`src/design/mpg_map.svh`:
```
`ifndef MPG_MAP_SVH
`define MPG_MAP_SVH
// Behaviour
// - Tick clock is bus clock divided by 1, 2, 4 or 8 per divider code.
// - A new divider selection takes effect when the next period begins, or at once while the period is zero.
// - Halt-in-wait clear: block runs on unchanged through wait mode.
// - Halt-in-wait set: wait mode freezes the prescaler and period counter and releases the pins; the bus still answers.
// - Resolution bit clear: 11-bit PWM, duty registers read and written as words.
// - Resolution bit set: 7-bit PWM, duty registers read and written as bytes.
// - Dither enable bit switches the dither feature on or off.
// - Overflow flag sets on every period overflow, stays until cleared or reset.
// - Writing one clears the overflow flag; writing zero leaves it.
// - Interrupt raised while overflow flag and its enable are both set.
// - Recirculation bit acts only in full bridge modes; half bridge is active low.
// - Recirculation bit set inverts the sign bit effect in full bridge modes.
// - High-side recirculation: PWM active low, static output high.
// - Low-side recirculation: PWM active high, static output low.
// - A period lasts the programmed period value in ticks (bit 0 dropped while dither is on), then overflows.
// - Byte-layout duty writes force D10, D9, D1, D0 to zero; layout only.

// Register indices; byte address is four times the index
`define MPG_IDX_CFG_MAIN  6'h00
`define MPG_IDX_CFG_AUX   6'h01
`define MPG_IDX_PERIOD    6'h02
`define MPG_IDX_DUTY_BASE 6'h20

// Main configuration fields
`define MPG_MAIN_FLAG_BIT 0
`define MPG_MAIN_DITHER_ENABLE_BIT 2
`define MPG_MAIN_FAST_BIT 3
`define MPG_MAIN_HALT_BIT 4
`define MPG_MAIN_DIV_LSB  5
`define MPG_MAIN_DIV_MSB  6

// Auxiliary configuration fields
`define MPG_AUX_IRQEN_BIT 0
`define MPG_AUX_RECIRCULATION_SIDE_SELECT_BIT 7

// Duty layout fields
`define MPG_DUTY_SIGN_BIT 15

// Reset values
`define MPG_RST_BYTE  8'h00
`define MPG_RST_WORD  16'h0000
`endif

```
`src/design/mpg_pkg.sv`:
```
package mpg_pkg;
	// Tick divider codes
	typedef enum logic [1:0] {
		MPG_DIV_1 = 2'b00,
		MPG_DIV_2 = 2'b01,
		MPG_DIV_4 = 2'b10,
		MPG_DIV_8 = 2'b11
	} mpg_div_t;

	// Stored duty word: sign and eleven duty bits
	typedef struct packed {
		logic        sign;
		logic [10:0] duty;
	} mpg_duty_t;
endpackage

```
`src/design/mpg_top.sv`:
```
`include "mpg_map.svh"

module mpg_top #(
	parameter int CHANNELS = 8,
	parameter int PER_W    = 11
) (
	// Clock and reset
	input  wire logic                    clk_i,
	input  wire logic                    rst_i,
	// Wishbone classic slave
	input  wire logic                    cyc_i,
	input  wire logic                    stb_i,
	input  wire logic                    we_i,
	input  wire logic [7:0]              adr_i,
	input  wire logic [3:0]              sel_i,
	input  wire logic [31:0]             dat_i,
	output logic      [31:0]             dat_o,
	output logic                         ack_o,
	// System state
	input  wire logic                    wait_mode_i,
	// Interrupt
	output logic                         irq_o,
	// Towards the waveform engine
	output logic                         tick_o,
	output logic                         overflow_o,
	output logic                         fast_mode_o,
	output logic                         dither_o,
	output logic                         pins_release_o,
	output logic                         full_active_high_o,
	output logic                         full_static_level_o,
	output logic                         full_sign_invert_o,
	output logic                         half_active_high_o,
	output logic [CHANNELS*12-1:0]       duty_o,
	output logic [PER_W-1:0]             period_o
);

	// ------------------------------------------------------------
	// Parameter checks
	// ------------------------------------------------------------
	// Duty layout and register map are fixed at eleven bits, eight slots
	// Refused at elaboration, before any clock runs
	if (PER_W != 11 || CHANNELS < 1 || CHANNELS > 8) begin : g_bad_param
		$error("mpg_top: unsupported PER_W or CHANNELS");
	end

	// ------------------------------------------------------------
	// Register state
	// ------------------------------------------------------------
	mpg_pkg::mpg_div_t     div_sel_q;
	mpg_pkg::mpg_div_t     div_act_q;
	logic                  halt_sel_q;
	logic                  fast_q;
	logic                  dither_enable_q;
	logic                  flag_q;
	logic                  irq_en_q;
	logic                  recirculation_side_select_q;
	logic [PER_W-1:0]      period_q;
	mpg_pkg::mpg_duty_t    duty_q [CHANNELS];

	// Counter state
	logic [2:0]            pre_cnt_q;
	logic [PER_W-1:0]      per_cnt_q;
	logic                  tick_q;
	logic                  ovf_q;
	logic                  ack_q;
	logic [31:0]           rdata_q;
	logic                  irq_q;
	logic                  release_q;

	// ------------------------------------------------------------
	// Bus decode
	// ------------------------------------------------------------
	logic                  req;
	logic                  wr;
	logic [5:0]            idx;
	logic                  hit_main;
	logic                  hit_aux;
	logic                  hit_per;
	logic                  hit_duty;
	logic [2:0]            duty_sel;

	// One-cycle answer; ack drops the cycle after it was given
	assign req      = cyc_i & stb_i & ~ack_q;
	assign wr       = req & we_i;
	assign idx      = adr_i[7:2];
	assign hit_main = (idx == `MPG_IDX_CFG_MAIN);
	assign hit_aux  = (idx == `MPG_IDX_CFG_AUX);
	assign hit_per  = (idx == `MPG_IDX_PERIOD);
	assign duty_sel = idx[2:0];
	assign hit_duty = (idx[5:3] == `MPG_IDX_DUTY_BASE >> 3)
	                  && (32'(duty_sel) < CHANNELS);

	// ------------------------------------------------------------
	// Wait-mode halt
	// ------------------------------------------------------------
	logic                  halted;

	// Only a set halt bit lets wait mode freeze the counters
	assign halted = wait_mode_i & halt_sel_q;

	// Pin release follows the halt with one register stage
	always_ff @(posedge clk_i) begin
		if (rst_i) begin
			release_q <= 1'b0;
		end else begin
			release_q <= halted;
		end
	end

	// ------------------------------------------------------------
	// Main configuration register
	// ------------------------------------------------------------
	logic                  wr_main;

	assign wr_main = wr & hit_main & sel_i[0];

	// Divider, halt, resolution and dither bits
	always_ff @(posedge clk_i) begin
		if (rst_i) begin
			div_sel_q  <= mpg_pkg::MPG_DIV_1;
			halt_sel_q <= 1'b0;
			fast_q     <= 1'b0;
			dither_enable_q     <= 1'b0;
		end else if (wr_main) begin
			div_sel_q  <= mpg_pkg::mpg_div_t'(
				dat_i[`MPG_MAIN_DIV_MSB:`MPG_MAIN_DIV_LSB]);
			halt_sel_q <= dat_i[`MPG_MAIN_HALT_BIT];
			fast_q     <= dat_i[`MPG_MAIN_FAST_BIT];
			dither_enable_q     <= dat_i[`MPG_MAIN_DITHER_ENABLE_BIT];
		end
	end

	// Overflow flag; a same-cycle overflow beats the clear
	always_ff @(posedge clk_i) begin
		if (rst_i) begin
			flag_q <= 1'b0;
		end else if (ovf_q) begin
			flag_q <= 1'b1;
		end else if (wr_main && dat_i[`MPG_MAIN_FLAG_BIT]) begin
			flag_q <= 1'b0;
		end
	end

	// ------------------------------------------------------------
	// Auxiliary configuration register
	// ------------------------------------------------------------
	// Recirculation side and interrupt enable
	always_ff @(posedge clk_i) begin
		if (rst_i) begin
			recirculation_side_select_q <= 1'b0;
			irq_en_q <= 1'b0;
		end else if (wr & hit_aux & sel_i[0]) begin
			// Changing this mid full-bridge can glitch the coils
			recirculation_side_select_q <= dat_i[`MPG_AUX_RECIRCULATION_SIDE_SELECT_BIT];
			irq_en_q <= dat_i[`MPG_AUX_IRQEN_BIT];
		end
	end

	// ------------------------------------------------------------
	// Period register
	// ------------------------------------------------------------
	// Low byte and high byte lanes written independently
	always_ff @(posedge clk_i) begin
		if (rst_i) begin
			period_q <= PER_W'(`MPG_RST_WORD);
		end else if (wr & hit_per) begin
			if (sel_i[0]) begin
				period_q[7:0] <= dat_i[7:0];
			end
			if (sel_i[1]) begin
				period_q[PER_W-1:8] <= dat_i[PER_W-1:8];
			end
		end
	end

	// ------------------------------------------------------------
	// Duty registers
	// ------------------------------------------------------------
	// Layout depends only on the resolution bit at access time
	always_ff @(posedge clk_i) begin
		if (rst_i) begin
			for (int i = 0; i < CHANNELS; i++) begin
				duty_q[i] <= '0;
			end
		end else if (wr & hit_duty) begin
			if (fast_q) begin
				// Byte layout: D[8:2] from the high byte
				if (sel_i[1]) begin
					duty_q[duty_sel].sign       <= dat_i[`MPG_DUTY_SIGN_BIT];
					duty_q[duty_sel].duty[8:2]  <= dat_i[14:8];
					duty_q[duty_sel].duty[10:9] <= 2'b00;
					duty_q[duty_sel].duty[1:0]  <= 2'b00;
				end
			end else begin
				// Word layout: sign on top, D[10:0] low
				if (sel_i[1]) begin
					duty_q[duty_sel].sign       <= dat_i[`MPG_DUTY_SIGN_BIT];
					duty_q[duty_sel].duty[10:8] <= dat_i[10:8];
				end
				if (sel_i[0]) begin
					duty_q[duty_sel].duty[7:0]  <= dat_i[7:0];
				end
			end
		end
	end

	// ------------------------------------------------------------
	// Read path
	// ------------------------------------------------------------
	logic [31:0]           rdata_d;
	mpg_pkg::mpg_duty_t    rd_duty;

	// Unmapped indices read as zero and ignore writes
	always_comb begin
		rdata_d = 32'h0000_0000;
		rd_duty = duty_q[duty_sel];
		if (hit_main) begin
			rdata_d[`MPG_MAIN_DIV_MSB:`MPG_MAIN_DIV_LSB] = div_sel_q;
			rdata_d[`MPG_MAIN_HALT_BIT] = halt_sel_q;
			rdata_d[`MPG_MAIN_FAST_BIT] = fast_q;
			rdata_d[`MPG_MAIN_DITHER_ENABLE_BIT] = dither_enable_q;
			rdata_d[`MPG_MAIN_FLAG_BIT] = flag_q;
		end else if (hit_aux) begin
			rdata_d[`MPG_AUX_RECIRCULATION_SIDE_SELECT_BIT] = recirculation_side_select_q;
			rdata_d[`MPG_AUX_IRQEN_BIT]  = irq_en_q;
		end else if (hit_per) begin
			rdata_d[PER_W-1:0] = period_q;
			// Dither ignores and hides the lowest period bit
			rdata_d[0] = period_q[0] & ~dither_enable_q;
		end else if (hit_duty) begin
			rdata_d[`MPG_DUTY_SIGN_BIT] = rd_duty.sign;
			if (fast_q) begin
				rdata_d[14:8] = rd_duty.duty[8:2];
			end else begin
				rdata_d[10:0] = rd_duty.duty;
			end
		end
	end

	// Answer one cycle after the request is seen
	always_ff @(posedge clk_i) begin
		if (rst_i) begin
			ack_q   <= 1'b0;
			rdata_q <= 32'h0000_0000;
		end else begin
			ack_q   <= req;
			rdata_q <= req ? rdata_d : 32'h0000_0000;
		end
	end

	// ------------------------------------------------------------
	// Prescaler
	// ------------------------------------------------------------
	logic [2:0]            pre_lim;
	logic                  tick;

	// Terminal count from the active, not the written, divider
	always_comb begin
		unique case (div_act_q)
			mpg_pkg::MPG_DIV_1: pre_lim = 3'd0;
			mpg_pkg::MPG_DIV_2: pre_lim = 3'd1;
			mpg_pkg::MPG_DIV_4: pre_lim = 3'd3;
			mpg_pkg::MPG_DIV_8: pre_lim = 3'd7;
		endcase
	end

	assign tick = ~halted && (pre_cnt_q == pre_lim);

	// Free-running divide counter, frozen while halted
	always_ff @(posedge clk_i) begin
		if (rst_i) begin
			pre_cnt_q <= 3'd0;
		end else if (halted) begin
			pre_cnt_q <= pre_cnt_q;
		end else if (tick) begin
			pre_cnt_q <= 3'd0;
		end else begin
			pre_cnt_q <= pre_cnt_q + 3'd1;
		end
	end

	// ------------------------------------------------------------
	// Period counter
	// ------------------------------------------------------------
	logic [PER_W-1:0]      eff_per;
	logic                  per_end;
	logic                  per_idle;

	// Dither doubles granularity: lowest bit dropped, so 1 acts as 0
	assign eff_per  = dither_enable_q ? {period_q[PER_W-1:1], 1'b0} : period_q;
	assign per_idle = (eff_per == '0);
	// A shrunk period or newly set dither must not let the count run past its end
	assign per_end  = tick && !per_idle && (per_cnt_q >= eff_per - PER_W'(1));

	// Count ticks from zero to the period length less one
	always_ff @(posedge clk_i) begin
		if (rst_i) begin
			per_cnt_q <= '0;
		end else if (per_idle) begin
			per_cnt_q <= '0;
		end else if (per_end) begin
			per_cnt_q <= '0;
		end else if (tick) begin
			per_cnt_q <= per_cnt_q + PER_W'(1);
		end
	end

	// New divider only at a period boundary, or at once when idle
	always_ff @(posedge clk_i) begin
		if (rst_i) begin
			div_act_q <= mpg_pkg::MPG_DIV_1;
		end else if (per_end || per_idle) begin
			div_act_q <= div_sel_q;
		end
	end

	// Registered tick and overflow pulses
	always_ff @(posedge clk_i) begin
		if (rst_i) begin
			tick_q <= 1'b0;
			ovf_q  <= 1'b0;
		end else begin
			tick_q <= tick;
			ovf_q  <= per_end;
		end
	end

	// ------------------------------------------------------------
	// Interrupt
	// ------------------------------------------------------------
	// Level request while flag and enable are both set
	always_ff @(posedge clk_i) begin
		if (rst_i) begin
			irq_q <= 1'b0;
		end else begin
			irq_q <= flag_q & irq_en_q;
		end
	end

	// ------------------------------------------------------------
	// Output levels for the waveform engine
	// ------------------------------------------------------------
	logic                  lvl_active_q;
	logic                  lvl_static_q;
	logic                  lvl_sign_q;
	logic                  lvl_half_q;

	// Full bridge levels follow recirculation; half bridge is fixed
	always_ff @(posedge clk_i) begin
		if (rst_i) begin
			lvl_active_q <= 1'b0;
			lvl_static_q <= 1'b1;
			lvl_sign_q   <= 1'b0;
			lvl_half_q   <= 1'b0;
		end else begin
			lvl_active_q <= recirculation_side_select_q;
			lvl_static_q <= ~recirculation_side_select_q;
			lvl_sign_q   <= recirculation_side_select_q;
			lvl_half_q   <= 1'b0;
		end
	end

	// ------------------------------------------------------------
	// Port drive
	// ------------------------------------------------------------
	assign dat_o               = rdata_q;
	assign ack_o               = ack_q;
	assign irq_o               = irq_q;
	assign tick_o              = tick_q;
	assign overflow_o          = ovf_q;
	assign fast_mode_o         = fast_q;
	assign dither_o            = dither_enable_q;
	assign pins_release_o      = release_q;
	assign full_active_high_o  = lvl_active_q;
	assign full_static_level_o = lvl_static_q;
	assign full_sign_invert_o  = lvl_sign_q;
	assign half_active_high_o  = lvl_half_q;
	assign period_o            = period_q;

	// Flatten working duty words, channel 0 lowest
	for (genvar g = 0; g < CHANNELS; g++) begin : g_duty
		assign duty_o[g*12 +: 12] = duty_q[g];
	end

endmodule

```
`config.mk`:
```
export PLATFORM = sky130hd
export DESIGN_NAME = mpg_top
export DESIGN_NICKNAME = d
export VERILOG_FILES = /design/src/design/mpg_pkg.sv /design/src/design/mpg_top.sv
export VERILOG_INCLUDE_DIRS = /design/src /design/src/design
export SDC_FILE = /design/constraint.sdc
export NUM_CORES = 1
export LEC_CHECK = 0
export ABC_AREA = 1
export BUFFER_PORTS_ARGS = -buffer_cell sky130_fd_sc_hd__buf_2
export CAP_MARGIN = 20
export CELL_PAD_IN_SITES_DETAIL_PLACEMENT = 0
export CELL_PAD_IN_SITES_GLOBAL_PLACEMENT = 1
export CORE_UTILIZATION = 39
export DETAILED_ROUTE_END_ITERATION = 8
export HOLD_SLACK_MARGIN = 0.02
export PLACE_DENSITY = 0.81
export REMOVE_ABC_BUFFERS = 1
export SETUP_SLACK_MARGIN = 0.2
export SYNTH_ARGS = -nofsm -noshare
export SYNTH_HDL_FRONTEND = slang
export SYNTH_SLANG_ARGS = --single-unit
```
`constraint.sdc`:
```
create_clock -name clk_i -period 3.45 [get_ports clk_i]
set_clock_uncertainty 0.1 [all_clocks]
set_input_delay 0.345 -clock clk_i [delete_from_list [all_inputs] [get_ports clk_i]]
set_output_delay 0.345 -clock clk_i [all_outputs]
set_load 0.005 [all_outputs]
```
==> results.sh <==
export IMPL_cts_setup_buffers=0
export IMPL_place_ws_ps=559
export IMPL_row_count=49
export IMPL_cp_required_ps=3700
export IMPL_gp_congestion=0.844
export IMPL_via_per_inst=4.99
export IMPL_power_leakage_nw=4.07
export IMPL_cts_made_buffers=17
export IMPL_post_route_period_util_pct=83.1
export IMPL_grt_setup_unrepaired="false"
export IMPL_slew_viol_final=0
export IMPL_wirelength_um=22100
export IMPL_synth_distinct_cells=43
export IMPL_r2r_cells=17
export IMPL_layout_common_cells="nand2_1 (267), buf_2 (162), nor2_1 (160)"
export IMPL_fmax_ghz=0.349
export IMPL_wl_met1_um=10200
export IMPL_fin_tns_setup_ps=0
export IMPL_timing_rr_start="period_o[0]"
export IMPL_die_width_um=140
export IMPL_grt_pass1_vias=5845
export IMPL_fin_ws_ps=582
export IMPL_synth_edf_count=96
export IMPL_drc=0
export IMPL_vias=6428
export IMPL_grt_ovfl_total=0
export IMPL_antenna_found_initial=0
export IMPL_synth_ff_type="edfxtp_1"
export IMPL_n_antenna_cell=0
export IMPL_final_common_cell="nand2_1"
export IMPL_grt_use_total_pct=22.9
export IMPL_hpwl_um=16900
export IMPL_clock_path_buffers=2
export IMPL_drt_iter0_markers=539
export IMPL_synth_area_leaders="edfxtp_1 (39%), dfxtp_1 (16%), nand2_1 (14%), nor2_1 (8.1%), a21oi_1 (3.7%)"
export IMPL_crit_end="per_cnt_q[9]"
export IMPL_async_flop_share_pct=0
export IMPL_crit_start="period_o[0]"
export IMPL_cts_tree="built"
export IMPL_r2r_slack_ps=580
export IMPL_clk_pin_slew_worst_paths_ps=70
export IMPL_syn_inst=881
export IMPL_worstHoldPathType="input pin to register"
export IMPL_r2r_end="per_cnt_q[9]"
export IMPL_yosysWarnings=0
export IMPL_hold_viol=0
export IMPL_timing_slew_headroom_pct=46.4
export IMPL_cts_resized_gates=0
export IMPL_nFillCells=1811
export IMPL_ir_drop_v=0.000340
export IMPL_syn_area_per_cell_sq_um=8.39
export IMPL_min_period_ps=2870
export IMPL_critPathCaptureType="register"
export IMPL_path_class="register to register"
export IMPL_ant_nets=0
export IMPL_ys_seq_area_share_pct=54.7
export IMPL_critPathLaunchType="register"
export IMPL_finalNetCount=1109
export IMPL_grt_max_degree=38
export IMPL_final_cells=1287
export IMPL_setup_viol=0
export IMPL_hp_start="dat_i[2]"
export IMPL_ios=200
export IMPL_tightestPinTransition_ps=798
export IMPL_first_pass_iters=5
export IMPL_maxCapViolations=0
export IMPL_root_buffer="clkbuf_16"
export IMPL_multi_input_area_sq_mm=0.00291
export IMPL_grt_pass1_wl_um=33300
export IMPL_yosysTopAreaCell="edfxtp_1"
export IMPL_ys_seq_elements=154
export IMPL_synth_top_area_share_pct=39.0
export IMPL_status="finished clean"
export IMPL_cp_arrival_ps=3120
export IMPL_insertion_delay_ps=430
export IMPL_wire_per_inst_um=17.1
export IMPL_initial_core_util_pct=40.4
export IMPL_route_top_layer_used="met4"
export IMPL_place_area_sq_mm=0.00835
export IMPL_dp_cells=1255
export IMPL_die_h_um=140
export IMPL_clock_sinks=154
export IMPL_powerDensity_mw_per_mm2=467
export IMPL_dr_wl_met2_um=10000
export IMPL_cts_hold_buf=0
export IMPL_final_area_sq_mm=0.00895
export IMPL_netlist_area_sq_mm=0.00739
export IMPL_h_tree_depth=4
export IMPL_wl_met3_um=1460
export IMPL_syn_to_final_growth_pct=21.2
export IMPL_min_path_cells=3
export IMPL_seqCellArea_sq_mm=0.00404
export IMPL_fp_coreArea_sq_mm=0.0183
export IMPL_die_area_sq_mm=0.0195
export IMPL_drive_gt1_share_pct=21.1
export IMPL_cp_max_fo=11
export IMPL_port_buffers=162
-- synthesized netlist by cell type (2+ instances only) --
cell,number
nand2_1,267
nor2_1,160
edfxtp_1,96
inv_1,59
dfxtp_1,58
a21oi_1,54
o21ai_0,39
nand3_1,23
buf_4,20
ha_1,14
clkbuf_1,10
xor2_1,10
buf_2,8
nor3_1,8
xnor2_1,7
a22oi_1,4
nor2_2,4
inv_2,3
nand4_1,3
o21ai_1,3
o21ai_2,3
or2_2,3
a31oi_1,2
buf_6,2
nand2_2,2
nand3b_1,2
-- critical path, cell delays in order (launching register included) --
cell	delay, ps
dfxtp_1	330
inv_1	50
nor2_1	180
inv_1	130
ha_1	240
nand2_1	120
nor2_2	70
nand2_1	80
xor2_1	160
ha_1	260
nand2_1	110
nor2_1	60
and2_1	150
nand2_1	50
nand4_1	120
nand2_4	130
nand3_2	240
a21oi_1	210
-- cells by family after synthesis --
group	Yosys count	synth area share (%)
buffers and inverters	105	6.72
adders and majority gates	14	2.37
other	1	0.0507
xor gates and xnor gates	17	2.01
DFF	154	54.7
AOI/OAI and AO/OA	112	8.20
and+or+nand+nor	478	25.9
-- layout make-up --
class / count / area share [%]
sequential: 154 / 45.2
clock inverter: 15 / 1.96
timing repair buffer: 170 / 9.73
tap: 229 / 3.20
clock buffer: 17 / 4.75
multi-input combinational: 638 / 32.5
inverter: 64 / 2.71
-- power breakdown --
group / internal (mW) / switching, mW / total, mW / leakage [nW]
logic: 0.0770 / 0.186 / 0.263 / 2.33
registers: 1.99 / 0.0263 / 2.02 / 1.46
clock network: 1.04 / 0.864 / 1.90 / 0.289
-- state kept, by name, indices dropped and copies added (netlist names), 2 cells and up --
| signal | count |
|---|---|
| duty_q | 96 |
| dat_o | 16 |
| per_cnt_q | 11 |
| period_o | 11 |
| pre_cnt_q | 3 |
| div_act_q | 2 |
| div_sel_q | 2 |
-- worst min path at each step --
stage / endpoint / slack (ps)
floorplan: flag_q / 320
global placement: period_o[0] / 360
detailed placement: recirculation_side_select_q / 360
CTS: period_o[3] / 100
global route: period_o[6] / 110
finish: period_o[2] / 120
-- through the flow --
stage                     power [mW]  util [%]  hold slack (ps)
after floorplan                 2.17         -              317
after global placement          2.31      45.7              359
after detailed placement        2.32      45.7              361
after CTS                       4.20      49.0              102
after global routing            4.32      49.0              110
final                           4.18      49.0              116
-- layer usage --
| layer | up-vias | GRT usage [%] |
|---|---|---|
| met2 | 254 | 35.1 |
| met1 | 2979 | 32.8 |
| met4 | 0 | 7.40 |
| met5 | - | 0 |
| li1 | 3169 | - |
| met3 | 26 | 3.85 |
Power figures use the tool's default switching activity.
